[src/pmm_defs.svh]
// constants for the program and data memory map block
//
// Contract
// RULE1: the program counter is 13 bits wide and spans 8K words of 14 bits.
// RULE2: only program words 0000h to 07FFh exist as storage.
// RULE3: a program access above the 2K implemented words wraps into those 2K words.
// RULE4: after any reset instruction fetch starts at 0000h.
// RULE5: taking an interrupt loads the program counter with 0004h.
// RULE6: data memory has four banks and special function registers fill the first 32 of each.
// RULE7: bank 0 addresses 40h to 6Fh are general purpose static RAM.
// RULE8: addresses 70h to 7Fh of every bank reach the same 16 common RAM bytes.
// RULE9: reading any data location without RAM behind it returns zero.
// RULE10: the two bank select bits of core status choose bank 0 to 3 as a binary number.
// RULE11: the general purpose file holds 64 bytes, reachable directly and via the pointer.
// RULE12: the core registers answer at the same low address in every bank.
// RULE13: a direct access address is the two bank select bits joined to the 7-bit address.
`ifndef PMM_DEFS_SVH
`define PMM_DEFS_SVH

// ----------------------------------------------------------------------------
// core register offsets within every bank
// ----------------------------------------------------------------------------
`define PMM_OFS_INDIRECT  7'h00
`define PMM_OFS_PC_LOW    7'h02
`define PMM_OFS_STATUS    7'h03
`define PMM_OFS_POINTER   7'h04
`define PMM_OFS_PC_LATCH  7'h0a
`define PMM_OFS_INT_CTRL  7'h0b

// ----------------------------------------------------------------------------
// data map boundaries
// ----------------------------------------------------------------------------
`define PMM_SFR_LAST      7'h1f
`define PMM_GPR_FIRST     7'h40
`define PMM_GPR_LAST      7'h6f
`define PMM_COMMON_FIRST  7'h70
`define PMM_COMMON_BASE   6'h30

// ----------------------------------------------------------------------------
// core status fields and reset values
// ----------------------------------------------------------------------------
`define PMM_ST_IND_BANK   7
`define PMM_ST_BANK_HI    6
`define PMM_ST_BANK_LO    5
`define PMM_ST_WR_MASK    8'he7
`define PMM_ST_RESET      8'h18
`define PMM_PTR_RESET     8'h00
`define PMM_LATCH_RESET   5'h00
`define PMM_INTC_RESET    8'h00

// ----------------------------------------------------------------------------
// program vectors
// ----------------------------------------------------------------------------
`define PMM_RESET_VECTOR  13'h0000
`define PMM_IRQ_VECTOR    13'h0004

`endif

[src/pmm_pkg.sv]
// types shared by the memory map block
package pmm_pkg;
	typedef logic [12:0] pmm_pc_t;
	typedef logic [8:0]  pmm_daddr_t;
	typedef logic [7:0]  pmm_byte_t;
	typedef logic [5:0]  pmm_idx_t;

	// where a data address lands
	typedef enum logic [3:0] {
		PMM_REG_SFR    = 4'b0001,
		PMM_REG_GPR    = 4'b0010,
		PMM_REG_COMMON = 4'b0100,
		PMM_REG_NONE   = 4'b1000
	} pmm_region_t;
endpackage : pmm_pkg

[src/pmm_mem_if.sv]
// link between the map decoder and its storage
`timescale 1ns/1ps
`default_nettype none
interface pmm_mem_if;
	logic                wr;
	logic                rd;
	logic                ram_sel;
	pmm_pkg::pmm_idx_t   idx;
	pmm_pkg::pmm_byte_t  wdata;
	pmm_pkg::pmm_byte_t  bypass;
	pmm_pkg::pmm_byte_t  rdata;

	modport ctl (output wr, output rd, output ram_sel, output idx, output wdata,
		output bypass, input rdata);
	modport mem (input wr, input rd, input ram_sel, input idx, input wdata,
		input bypass, output rdata);
endinterface : pmm_mem_if
`default_nettype wire

[src/pmm_ram.sv]
// general purpose file storage with registered read data
`timescale 1ns/1ps
`default_nettype none
module pmm_ram #(
	parameter int DEPTH = 64
) (
	// clock and reset
	input  wire logic clk_i,
	input  wire logic resetn_i,
	// decoder side
	pmm_mem_if.mem    bus
);
	import pmm_pkg::*;

	if (DEPTH < 64 || DEPTH > 64) begin : g_bad_depth
		$error("pmm_ram: depth must be 64");
	end

	pmm_byte_t mem [DEPTH];
	pmm_byte_t rdata;
	pmm_byte_t next_rdata;

	// ------------------------------------------------------------------------
	// read path
	// ------------------------------------------------------------------------
	// non-ram reads take the decoder's value so one flop drives read data
	always_comb begin
		next_rdata = 8'h00;
		if (bus.rd) begin
			next_rdata = bus.ram_sel ? mem[bus.idx] : bus.bypass;
		end
	end

	always_ff @(posedge clk_i) begin
		if (!resetn_i) begin
			rdata <= 8'h00;
		end else begin
			rdata <= next_rdata;
		end
	end

	// storage holds its contents across reset
	always_ff @(posedge clk_i) begin
		if (bus.wr && bus.ram_sel) begin
			mem[bus.idx] <= bus.wdata; // RULE11
		end
	end

	assign bus.rdata = rdata;
endmodule : pmm_ram
`default_nettype wire

[src/pmm_top.sv]
// program counter reach and banked data memory map
//
// The implementer's own choice: the address-and-strobe port.
`timescale 1ns/1ps
`default_nettype none
`include "pmm_defs.svh"
module pmm_top #(
	parameter int PC_W   = 13,
	parameter int IMPL_W = 11,
	parameter int DEPTH  = 64
) (
	// clock and reset
	input  wire logic             clk_i,
	input  wire logic             resetn_i,
	// program fetch
	input  wire logic             pc_inc_i,
	input  wire logic             jump_i,
	input  wire logic [10:0]      jump_target_i,
	input  wire logic             irq_take_i,
	output var  pmm_pkg::pmm_pc_t pc_o,
	output var  logic [10:0]      fetch_addr_o,
	// operand access
	input  wire logic [6:0]       addr_i,
	input  wire logic             wr_i,
	input  wire logic             rd_i,
	input  wire logic [7:0]       wdata_i,
	output var  logic [7:0]       rdata_o,
	// core state
	output var  logic [7:0]       status_o,
	output var  logic [7:0]       int_ctrl_o
);
	import pmm_pkg::*;

	if (PC_W != 13 || IMPL_W != 11 || DEPTH != 64) begin : g_bad_size
		$error("pmm_top: only a 13-bit counter, 2K words and 64 bytes are served");
	end

	// ------------------------------------------------------------------------
	// decode
	// ------------------------------------------------------------------------
	function automatic pmm_region_t region_of(input pmm_daddr_t a);
		pmm_region_t r;
		r = PMM_REG_NONE; // RULE9
		if (a[6:0] <= `PMM_SFR_LAST) begin
			r = PMM_REG_SFR; // RULE6
		end else if (a[6:0] >= `PMM_COMMON_FIRST) begin
			r = PMM_REG_COMMON; // RULE8
		end else if (a[8:7] == 2'b00 && a[6:0] >= `PMM_GPR_FIRST) begin
			r = PMM_REG_GPR; // RULE7
		end
		return r;
	endfunction : region_of

	function automatic pmm_idx_t index_of(input pmm_daddr_t a);
		pmm_idx_t i;
		i = 6'(a[6:0] - `PMM_GPR_FIRST);
		if (a[6:0] >= `PMM_COMMON_FIRST) begin
			i = `PMM_COMMON_BASE | {2'b00, a[3:0]}; // RULE8
		end
		return i;
	endfunction : index_of

	pmm_mem_if mem_bus ();

	pmm_pc_t     pc;
	pmm_pc_t     next_pc;
	logic [10:0] fetch;
	logic [10:0] next_fetch;
	logic [7:0]  status;
	logic [7:0]  next_status;
	logic [7:0]  pointer;
	logic [7:0]  next_pointer;
	logic [4:0]  pc_latch;
	logic [4:0]  next_pc_latch;
	logic [7:0]  int_ctrl;
	logic [7:0]  next_int_ctrl;

	logic        indirect;
	pmm_daddr_t  eff_addr;
	pmm_region_t region;
	logic        pc_low_wr;
	logic [1:0]  bank;
	logic [7:0]  sfr_rdata;

	assign bank     = {status[`PMM_ST_BANK_HI], status[`PMM_ST_BANK_LO]};
	assign indirect = (addr_i == `PMM_OFS_INDIRECT);

	// ------------------------------------------------------------------------
	// effective data address
	// ------------------------------------------------------------------------
	// a pointer aimed back at the indirect port lands on a register that
	// reads zero and ignores writes, so nesting cannot loop
	always_comb begin
		if (indirect) begin
			eff_addr = {status[`PMM_ST_IND_BANK], pointer}; // RULE11
		end else begin
			eff_addr = {bank, addr_i}; // RULE13 RULE10
		end
		region = region_of(eff_addr);
	end

	assign pc_low_wr = wr_i && region == PMM_REG_SFR && eff_addr[6:0] == `PMM_OFS_PC_LOW;

	// ------------------------------------------------------------------------
	// core register read value, same in every bank
	// ------------------------------------------------------------------------
	always_comb begin
		sfr_rdata = 8'h00;
		if (region == PMM_REG_SFR) begin
			unique case (eff_addr[6:0]) // RULE12
				`PMM_OFS_PC_LOW:   sfr_rdata = pc[7:0];
				`PMM_OFS_STATUS:   sfr_rdata = status;
				`PMM_OFS_POINTER:  sfr_rdata = pointer;
				`PMM_OFS_PC_LATCH: sfr_rdata = {3'b000, pc_latch};
				`PMM_OFS_INT_CTRL: sfr_rdata = int_ctrl;
				default:           sfr_rdata = 8'h00;
			endcase
		end
	end

	assign mem_bus.wr      = wr_i;
	assign mem_bus.rd      = rd_i;
	assign mem_bus.ram_sel = (region == PMM_REG_GPR) || (region == PMM_REG_COMMON);
	assign mem_bus.idx     = index_of(eff_addr);
	assign mem_bus.wdata   = wdata_i;
	assign mem_bus.bypass  = sfr_rdata; // RULE9

	pmm_ram #(
		.DEPTH (DEPTH)
	) u_ram (
		.clk_i    (clk_i),
		.resetn_i (resetn_i),
		.bus      (mem_bus)
	);

	// ------------------------------------------------------------------------
	// core register writes
	// ------------------------------------------------------------------------
	always_comb begin
		next_status   = status;
		next_pointer  = pointer;
		next_pc_latch = pc_latch;
		next_int_ctrl = int_ctrl;
		if (wr_i && region == PMM_REG_SFR) begin
			unique case (eff_addr[6:0]) // RULE12
				`PMM_OFS_STATUS: begin
					// time-out and power-down flags stay read only
					next_status = (status & ~`PMM_ST_WR_MASK) | (wdata_i & `PMM_ST_WR_MASK); // RULE10
				end
				`PMM_OFS_POINTER:  next_pointer  = wdata_i;
				`PMM_OFS_PC_LATCH: next_pc_latch = wdata_i[4:0];
				`PMM_OFS_INT_CTRL: next_int_ctrl = wdata_i;
				default: begin
				end
			endcase
		end
	end

	always_ff @(posedge clk_i) begin
		if (!resetn_i) begin
			status   <= `PMM_ST_RESET;
			pointer  <= `PMM_PTR_RESET;
			pc_latch <= `PMM_LATCH_RESET;
			int_ctrl <= `PMM_INTC_RESET;
		end else begin
			status   <= next_status;
			pointer  <= next_pointer;
			pc_latch <= next_pc_latch;
			int_ctrl <= next_int_ctrl;
		end
	end

	// ------------------------------------------------------------------------
	// program counter
	// ------------------------------------------------------------------------
	// interrupt wins over a write of the low byte, which wins over a jump
	always_comb begin
		next_pc = pc;
		if (irq_take_i) begin
			next_pc = `PMM_IRQ_VECTOR; // RULE5
		end else if (pc_low_wr) begin
			next_pc = {pc_latch, wdata_i};
		end else if (jump_i) begin
			next_pc = {pc_latch[4:3], jump_target_i};
		end else if (pc_inc_i) begin
			next_pc = 13'(pc + 13'h0001); // RULE1
		end
		// upper counter bits have no storage behind them
		next_fetch = next_pc[10:0]; // RULE2 RULE3
	end

	always_ff @(posedge clk_i) begin
		if (!resetn_i) begin
			pc    <= `PMM_RESET_VECTOR; // RULE4
			fetch <= 11'h000;
		end else begin
			pc    <= next_pc;
			fetch <= next_fetch;
		end
	end

	assign pc_o         = pc;
	assign fetch_addr_o = fetch;
	assign rdata_o      = mem_bus.rdata;
	assign status_o     = status;
	assign int_ctrl_o   = int_ctrl;
endmodule : pmm_top
`default_nettype wire

[config.mk]
export PLATFORM = sky130hd
export DESIGN_NAME = pmm_top
export DESIGN_NICKNAME = d
export VERILOG_FILES = /design/src/pmm_pkg.sv /design/src/pmm_mem_if.sv /design/src/pmm_ram.sv /design/src/pmm_top.sv
export VERILOG_INCLUDE_DIRS = /design/src
export SDC_FILE = /design/constraint.sdc
export NUM_CORES = 1
export LEC_CHECK = 0
export ABC_AREA = 1
export BUFFER_PORTS_ARGS = -buffer_cell sky130_fd_sc_hd__buf_2
export CAP_MARGIN = 0
export CORE_UTILIZATION = 50
export CTS_CLUSTER_SIZE = 10
export DETAILED_ROUTE_END_ITERATION = 16
export PLACE_DENSITY = 0.66
export SLEW_MARGIN = 5
export SYNTH_ARGS = -nofsm -noshare
export SYNTH_HDL_FRONTEND = slang
export SYNTH_SLANG_ARGS = --single-unit
[constraint.sdc]
create_clock -name clk_i -period 3.25 [get_ports clk_i]
set_input_delay 0.1625 -clock clk_i [delete_from_list [all_inputs] [get_ports clk_i]]
set_output_delay 0.1625 -clock clk_i [all_outputs]
set_load 0.02 [all_outputs]
Word level (Yosys, flattened, before mapping):

Memory sizes are Yosys's and may differ from the RTL's.
Cells that the tools add are included.

* add/subtract/negate cells: 2
* order comparisons: 3
* equality and inequality tests: 8
* mux-type cells: 14
* bitwise gates (word level): 2
* reductions and logical operators: 15

Operators with widths (number)
* 8-bit one-hot mux with 5 select lines: 1
* 13-bit two-way mux: 3
* 8-bit two-way mux: 2
* 7-bit by 2-bit == test with 1-bit output, second input constant: 2
* 7-bit by 4-bit == test with 1-bit output, second input constant: 2
* 7-bit greater-or-equal comparator, second input constant: 2
* 13-bit by 1-bit adder with 13-bit output, second input constant: 1
* 4-bit two-way mux: 3
* 2-bit AND reduction: 5
* 9-bit two-way mux: 1
* 5-bit by 8-bit bitwise OR with 8-bit output: 1
* 7-bit by 3-bit == test with 1-bit output, second input constant: 1
* 7-bit by 5-bit <= comparator with 1-bit output, second input constant: 1
* 7-bit zero test: 1
* 6-bit two-way mux: 1
* 6-bit by 1-bit subtractor with 6-bit output, second input constant: 1
* 4-bit by 1-bit == test with 1-bit output, second input constant: 1
* 4-bit by 2-bit == test with 1-bit output, second input constant: 1
* 4-bit by 3-bit == test with 1-bit output, second input constant: 1
* 1-bit logical AND: 4
* 4-bit nonzero test: 1
* 3-bit two-way mux: 1
* 3-bit nonzero test: 1
* 2-bit zero test: 1
* other kinds (4): 5

* register bits: 50
* memory bits (writable): 512
* input bits: 33
* output and inout bits: 48
* memories kept: 1

Memory list
* u_ram.mem: depth 64, bits a word 8, read ports 1, clocked after Yosys merged registers in 0, wr ports 1, RTL line pmm_ram.sv:19 `pmm_byte_t mem [DEPTH];`

Longest topological paths before layout:

Gate-level depths: netlist (run 1).

* depth in word-level cells: 12
* mapped depth: 19
* depth with buffers taken out: 18

By module:

Synthesis (run 1) repeated with hierarchy kept, for this count alone.

* cell total of the unflattened synthesis: 2614
* area total of the unflattened synthesis: 24858.8 sq um

Modules (own cells, without submodules)
* pmm_ram: times used 1, cells each 2202, area each 22183.8 sq um, seq. area each 15534.9 sq um
* pmm_top: times used 1, cells each 412, area each 2675.1 sq um, seq. area each 800.8 sq um

Worst setup path after synthesis (run 1):

OpenSTA, ideal clock, no wires.

* path kind: input to register
* from: input port addr_i[5]
* to: memory u_ram.mem[50][0] (netlist name), enable pin
* arrival: 2.245 ns
* data required time: 2.867 ns
* path slack: 0.622 ns
* stages: 12
* buffers on the path: 1
* cell sequence: nor2_1 nand2_2 inv_2 nand2_2 o21bai_2 nand2_1 a21oi_2 nand2_1 inv_2 buf_6 nand3_1 nor3_1

* word-level cells in the longest chain between the ends: 12

Ends and longest elaborated chain
* start: declaration: RTL line pmm_top.sv:23 `input wire logic [6:0] addr_i,`
* 7-bit zero test (no line)
* 9-bit two-way mux (*): RTL line pmm_top.sv:94 `if (indirect) begin`
* 7-bit greater-or-equal comparator (no line) or 2-bit zero test (tied branches)
* 1-bit logical AND (no line)
* 4-bit two-way mux: RTL line pmm_top.sv:48 `` end else if (a[8:7] == 2'b00 && a[6:0] >= `PMM_GPR_FIRST) begin ``
* 4-bit two-way mux: RTL line pmm_top.sv:46 `` end else if (a[6:0] >= `PMM_COMMON_FIRST) begin ``
* 4-bit two-way mux: RTL line pmm_top.sv:44 `` if (a[6:0] <= `PMM_SFR_LAST) begin ``
* 4-bit by 2-bit == test with 1-bit output or 4-bit by 3-bit == test with 1-bit output (tied branches): RTL line pmm_top.sv:123 `assign mem_bus.ram_sel = (region == PMM_REG_GPR) || (region == PMM_REG_COMMON);`
* 1-bit logical OR: RTL line pmm_top.sv:123
* 1-bit logical AND: RTL line pmm_ram.sv:44 `if (bus.wr && bus.ram_sel) begin`
* 1-bit two-way mux: RTL line pmm_ram.sv:44
* 1-bit two-way mux (not written as such): RTL line pmm_ram.sv:45 `mem[bus.idx] <= bus.wdata;`
* end: declaration: RTL line pmm_ram.sv:19

Every way passes the cells marked *; elsewhere a longest branch is shown, timed or not.

Worst setup path in the final report (run 1):

* from: register pointer[0]
* to: register pc[2], in the netlist pc_o[2]

* word-level cells in the longest chain between the ends: 11

Ends and longest elaborated chain
* start: declaration: RTL line pmm_top.sv:71 `logic [7:0] pointer;`
* start signal: assignment: RTL line pmm_top.sv:162 `` pointer <= `PMM_PTR_RESET; ``
* start signal: assignment: RTL line pmm_top.sv:167 `pointer <= next_pointer;`
* 9-bit two-way mux (*): RTL line pmm_top.sv:94
* 7-bit greater-or-equal comparator (no line)
* 1-bit logical AND (no line)
* 4-bit two-way mux: RTL line pmm_top.sv:48
* 4-bit two-way mux: RTL line pmm_top.sv:46
* 4-bit two-way mux: RTL line pmm_top.sv:44
* 4-bit by 1-bit == test with 1-bit output: RTL line pmm_top.sv:102 `` assign pc_low_wr = wr_i && region == PMM_REG_SFR && eff_addr[6:0] == `PMM_OFS_PC_LOW; ``
* 1-bit logical AND: RTL line pmm_top.sv:102
* 1-bit logical AND (no line) (*)
* 13-bit two-way mux: RTL line pmm_top.sv:181 `end else if (pc_low_wr) begin`
* 3-bit two-way mux: RTL line pmm_top.sv:179 `if (irq_take_i) begin`
* end signal: assignment: RTL line pmm_top.sv:194 `` pc <= `PMM_RESET_VECTOR; ``
* end signal: assignment: RTL line pmm_top.sv:197 `pc <= next_pc;`
* end: declaration: RTL line pmm_top.sv:65 `pmm_pc_t pc;`

Marked as above.
A chain may end at the register's enable or synchronous reset.

==> results.py, run 1 <==
metrics = {
    "sta": {
        "rsz0062_at_grt": "no",
        "post-route-period-util_pct": 92.35,
        "fin_crit_ps": 3001,
        "maxSlewViolCount": 0,
        "skew_ps": 19.18,
        "finalSetupViolCount": 0,
        "slew-limit-headroom_pct": 34.62,
        "hold_viol": 0,
        "fmax_mhz": 333.2,
        "tns_ps": 0,
        "worst_pin_slew_ps": 980.6,
    },
    "yosys": {
        "synthArstFlopShare_pct": 0,
        "ys_types": 39,
        "synth_cells": 2608,
        "synth_edf_count": 512,
        "yosysMostFrequentCell": "nand2_1",
        "synth_area_leaders": "edfxtp_1 (61%), nand2_1 (14%), nand3_1 (5.9%)",
        "synth.top_cell.area_share_pct": 60.95,
        "syn-cell-area_mm2": 0.02523,
        "synth_top_area_cell": "edfxtp_1",
        "ys_seq_elements": 560,
        "synth.avg_cell_area_um2": 9.673,
        "synth.top_cells.by_count": "nand2_1 (973), edfxtp_1 (512), nand3_1 (297)",
        "ys.flop_type": "edfxtp_1",
        "yosysWarnings": 0,
        "yosysSeqAreaShare_pct": 64.76,
    },
    "cts": {
        "cts.sinks": 560,
        "htreeDepth": 3,
        "worstSkewPairLatency_ps": 610,
        "cts_tree": "yes",
        "clk_pin_slew_worst_paths_ps": 60,
        "clock_path_buffers": 3,
        "cts_root_buffer": "clkbuf_16",
        "cts_buffers": 67,
        "post_cts.repair.setup_buffers": 0,
    },
    "drt": {
        "drc": 0,
        "drt_iter0_drc": 1728,
        "ant_nets": 0,
        "first_pass_iters": 8,
        "routed_wl_mm": 68.83,
        "wl_per_cell_um": 20.09,
        "vias": 18560,
        "viasPerCell": 5.417,
    },
    "worst_setup_path": {
        "path_delay_family": "simple AND/OR/NAND/NOR gates",
        "worstPathCellList": "inv_1 > nand3_2 > nand2_2 > nand2_1 > nor2_2 > nand2_4 > inv_2 > nand2_2 > nand2_2 > inv_2 > nand2_4 > inv_2 > nand2_1 > a31oi_1 > dlygate4sd3_1",
        "startpoint_type": "flip-flop",
        "arrival_ps": 3490,
        "crit_path_top_delay_cell": "dlygate4sd3_1",
        "critPathMaxFanout": 20,
        "end_kind": "flip-flop",
        "crit_path_max_incr_delay_ps": 550,
        "critPathKind": "reg2reg",
        "crit_required_ps": 3740,
        "critical_path_buf_inv_count": 5,
    },
    "floorplan": {
        "die-area_mm2": 0.05136,
        "die_h_um": 226.6,
        "chipWidth_um": 226.6,
        "core_area_mm2": 0.04936,
        "boundaryPins": 81,
        "floorplan.rows": 81,
        "start_util_pct": 51.11,
    },
    "layout": {
        "nets": 2768,
        "fin_cells": 3427,
        "final_cell_area_mm2": 0.02880,
        "drive_gt1_share_pct": 11.12,
        "area_delta_synth_final_pct": 14.18,
        "n_fill_cell": 4225,
    },
    "grt": {
        "grt.total_usage_pct": 27.27,
        "antenna_found_initial": 1,
        "grt_remaining_overflow": 0,
        "grt_pass1_vias": 17530,
        "grt_start_max_net_pins": 110,
        "grt_first_pass_wirelength_mm": 104.0,
    },
    "run": {
        "cap_violations": 0,
    },
    "place": {
        "dpl.hpwl_mm": 42.25,
        "port_buffers": 78,
        "placed_cells": 3315,
        "gp_congestion": 0.9276,
        "dpl_cell_area_mm2": 0.02677,
    },
    "worst_hold_path": {
        "hp-class": "in2reg",
    },
    "run_status": {
        "outcome": "finished clean",
    },
    "power": {
        "irDropWorstVdd_v": 0.0005021,
        "cellPowerDensity_mw_per_mm2": 542.8,
        "p_total_mw": 15.63,
        "leakage_nw": 12.15,
    },
}
-- layout by cell type, fill, tap and decap left out, drive strengths merged, types with 9 or more instances in the layout --
cell         synthesis  routed
nand2              984     984
buf                 99     188
dfxtp               48      48
nor2               160     160
nand3              302     302
dlygate4sd3          0      14
nor3                 9       9
clkbuf              47      90
a21oi               46      46
o211ai              11      11
inv                253     258
nand3b              58      58
a31oi               10      10
o21ai               37      37
edfxtp             512     512
-- logic make-up (layout without fill, tap and decap cells) --
kind of cell	Yosys count	count (layout)	share of synthesized area (%)
AO/OA/AOI/OAI	118	118	2.817
XOR/XNOR	10	10	0.3472
adder cells (fa/ha/maj)	1	1	0.04959
buffers and inverters	402	555	6.611
flip-flops	560	560	64.76
other	1	3	0.01487
AND/OR/NAND/NOR	1516	1516	25.40
-- worst register-to-register path: stages (launching register included) --
cell	delay [ps]
dfxtp_1	380
inv_1	110
nand3_2	220
nand2_2	180
nand2_1	130
nor2_2	180
nand2_4	100
inv_2	190
nand2_2	220
nand2_2	140
inv_2	80
nand2_4	190
inv_2	90
nand2_1	70
a31oi_1	70
dlygate4sd3_1	550
-- power by group --
part,switching (mW),total [mW],internal [mW]
Combinational,0.795,1.08,0.286
Clock,2.77,6.65,3.88
Sequential,0.0209,7.91,7.89
-- flip-flops by register name (all words and copies together) (netlist names) --
register,cells
pc_o,13
pc_latch,5
pointer,8
status_o,6
u_ram.bus.rdata,8
int_ctrl_o,8
u_ram.mem,512
-- area by class of cell --
cell class / instances / area (um^2) / area share (%)
inverters: 256 / 968.4 / 3.362
clock buffers: 90 / 1815 / 6.303
multi-input cells: 1647 / 7259 / 25.20
well taps: 664 / 830.8 / 2.884
clock inverters: 7 / 72.57 / 0.2519
flip-flops and latches: 560 / 16340 / 56.71
repair buffers: 202 / 1519 / 5.273
diodes: 1 / 2.502 / 0.008688
-- metrics by stage --
stage	util [%]	worst slack (ps)	hold slack (ps)
finish	58.36	248.6	59.07
global route	58.36	11.36	66.42
CTS	58.34	176.6	9.657
detailed placement	54.23	304.1	457.0
global placement	54.23	323.9	452.1
floorplan	-	621.5	261.4
-- worst paths after layout --
path | from | endpoint | slack [ps] | cells past startpoint
worst max-delay path | pointer[0] | pc_o[2] | 250 | 15
worst min-delay path | wr_i | int_ctrl_o[7] | 60 | 3
worst max register to register | pointer[0] | pc_o[2] | 250 | 15
worst min register to register | int_ctrl_o[5] | int_ctrl_o[5] | 490 | 2
-- routing by layer --
metal	track usage (%)	vias up	routed length (um)
met5	0	-	0
met4	9.503	0	1958
met3	4.600	115	5008
met2	43.95	715	32740
met1	37.35	8946	29130
li1	-	8787	-
-- timing repair --
action	in CTS	in global routing
hold endpoints to repair	46	0
resized for setup	0	1
hold buffers	14	0
endpoints found under the setup margin	0	1
(Power assumes the default switching activity.)
==> run 2: changes to the inputs <==
CORE_UTILIZATION = 30   (was 50)
GPL_ROUTABILITY_DRIVEN = 1   (was unset)
GPL_TIMING_DRIVEN = 1   (was unset)
PLACE_DENSITY = unset   (was 0.66)
==> run 2 against run 1 <==
Net effect: cell count grew 12%; wire length grew 2.6%; clock-buffer cell count grew 1; clock power grew 1%; core utilization shrank 23 points; critical path depth shrank 2; die area grew 66%; worst hold slack lost 4.5 ps; critical path type unchanged; largest power group unchanged; highest routed layer unchanged.
==> results.py, run 2 (same netlist as run 1, synthesis figures left out) <==
metrics = {
    "power": {
        "p_sw_share_pct": 23.12,
        "leakage_nw": 12.15,
        "sequentialPowerShare_pct": 50.3,
        "p_comb_share_pct": 6.8,
        "p_total_mw": 15.70,
        "switching_power_mw": 3.631,
        "irDropWorstVdd_v": 0.0004113,
        "power_frac_clock_pct": 42.9,
        "cellPowerDensity_mw_per_mm2": 535.6,
        "intPower_mw": 12.07,
    },
    "run": {
        "cap_violations": 0,
    },
    "layout": {
        "nets": 2769,
        "fin_cells": 3835,
        "final_common_cell": "nand2_1",
        "largest_register_ff_count": 512,
        "final_cell_mix": "nand2_1 (973), edfxtp_1 (512), nand3_1 (297), inv_1 (243), nor2_1 (153)",
        "top_register": "u_ram.mem",
        "area_delta_synth_final_pct": 16.24,
        "final_cell_area_mm2": 0.02932,
        "num_antenna_cells": 0,
        "drive_gt1_share_pct": 11.25,
        "n_fill_cell": 8200,
        "postLayoutCoreUtil_pct": 35.48,
    },
    "sta": {
        "slew-limit-headroom_pct": 30.29,
        "fmax_mhz": 336.9,
        "skew_ps": 18.70,
        "post-route-period-util_pct": 91.33,
        "maxSlewViolCount": 0,
        "finalSetupViolCount": 0,
        "fin_ws_ps": 281.7,
        "fin_crit_ps": 2968,
        "worst_pin_slew_ps": 1046,
        "rsz0062_at_grt": "no",
        "fin_worst_hold_slack_ps": 54.59,
        "hold_viol": 0,
        "tns_ps": 0,
    },
    "cts": {
        "worstSkewPairLatency_ps": 600,
        "cts_tree": "yes",
        "cts_hold_buffers": 12,
        "cts_root_buffer": "clkbuf_16",
        "cts_buffers": 67,
        "clock_path_buffers": 3,
        "cts.sinks": 560,
        "clk_pin_slew_worst_paths_ps": 50,
        "cts_resized": 0,
        "post_cts.repair.setup_buffers": 0,
        "htreeDepth": 3,
    },
    "worst_hold_path": {
        "hp-class": "in2reg",
        "holdPathStages": 3,
        "whs_endpoint": "u_ram.bus.rdata[6]",
        "min_from": "rd_i",
    },
    "floorplan": {
        "boundaryPins": 81,
        "die_h_um": 292.0,
        "start_util_pct": 30.53,
        "die-area_mm2": 0.08525,
        "chipWidth_um": 292.0,
        "core_area_mm2": 0.08264,
        "floorplan.rows": 105,
    },
    "place": {
        "gp_congestion": 0.8613,
        "port_buffers": 78,
        "dpl.hpwl_mm": 42.96,
        "placed_cells": 3724,
        "dpl_cell_area_mm2": 0.02730,
        "dp_slack_ps": 184.7,
    },
    "drt": {
        "wl_per_cell_um": 18.41,
        "routed_wl_mm": 70.59,
        "first_pass_iters": 5,
        "vias": 18270,
        "drc": 0,
        "ant_nets": 0,
        "drt_iter0_drc": 1631,
        "viasPerCell": 4.765,
    },
    "worst_setup_path": {
        "rr_startpoint": "pointer[6]",
        "critPathMaxFanout": 20,
        "crit_required_ps": 3720,
        "end_kind": "flip-flop",
        "startpoint_type": "flip-flop",
        "critPathKind": "reg2reg",
        "arrival_ps": 3440,
        "r2r_cells": 13,
        "worst-r2r-setup-slack_ps": 280,
        "r2r_end": "pc_o[2]",
    },
    "grt": {
        "grt_pass1_vias": 17320,
        "antenna_found_initial": 0,
        "grt_first_pass_wirelength_mm": 107.6,
        "grt_start_max_net_pins": 127,
        "grt.total_usage_pct": 16.47,
        "grt_remaining_overflow": 0,
    },
    "run_status": {
        "outcome": "finished clean",
    },
}
## run 2: how the worst max path moves through the flow
stage,start,slack (ps),end,depth (start not counted)
2_1_floorplan,addr_i[5],620,u_ram.mem[50][0],12
3_3_place_gp,addr_i[5],200,u_ram.bus.rdata[0],18
3_5_place_dp,addr_i[5],180,u_ram.bus.rdata[0],18
4_1_cts,pointer[6],310,pc_o[2],13
5_1_grt,pointer[0],130,pc_o[2],15
6_report,pointer[6],280,pc_o[2],13
## run 2: area by class of cell
class                   instances  area [um^2]  share of cell area (%)
multi-input cells            1647         7254                   24.74
clock buffers                  91         1829                   6.238
flip-flops and latches        560        16340                   55.71
inverters                     256        968.4                   3.303
well taps                    1070         1339                   4.566
clock inverters                 8        75.07                  0.2560
repair buffers                203         1521                   5.189
## run 2: power by group through the flow
stage | Sequential, mW | Clock [mW] | Combinational (mW)
floorplan | 8.06 | 0 | 0.588
global placement | 8.05 | 0 | 1.05
detailed placement | 8.05 | 0 | 1.06
CTS | 7.91 | 6.84 | 1.07
global route | 7.90 | 7.12 | 1.17
finish | 7.91 | 6.73 | 1.07
## run 2: worst max-delay path, stage by stage, from the launching register on
cell and delay [ps]:
dfxtp_1 340, a31oi_1 430, nand2_1 120, nor2_2 280, nand2_4 120, inv_2 80, nand2_2 170, nand2_2 130
inv_2 70, nand2_2 280, inv_2 110, nand2_1 70, a31oi_1 90, dlygate4sd3_1 560
## run 2: routing by layer
| metal | GRT usage (%) | part of all wire [%] |
|---|---|---|
| met1 | 22.10 | 43 |
| met2 | 27.05 | 48 |
| met3 | 2.710 | 6.9 |
| met4 | 5.276 | 2.4 |
| met5 | 0 | 0 |
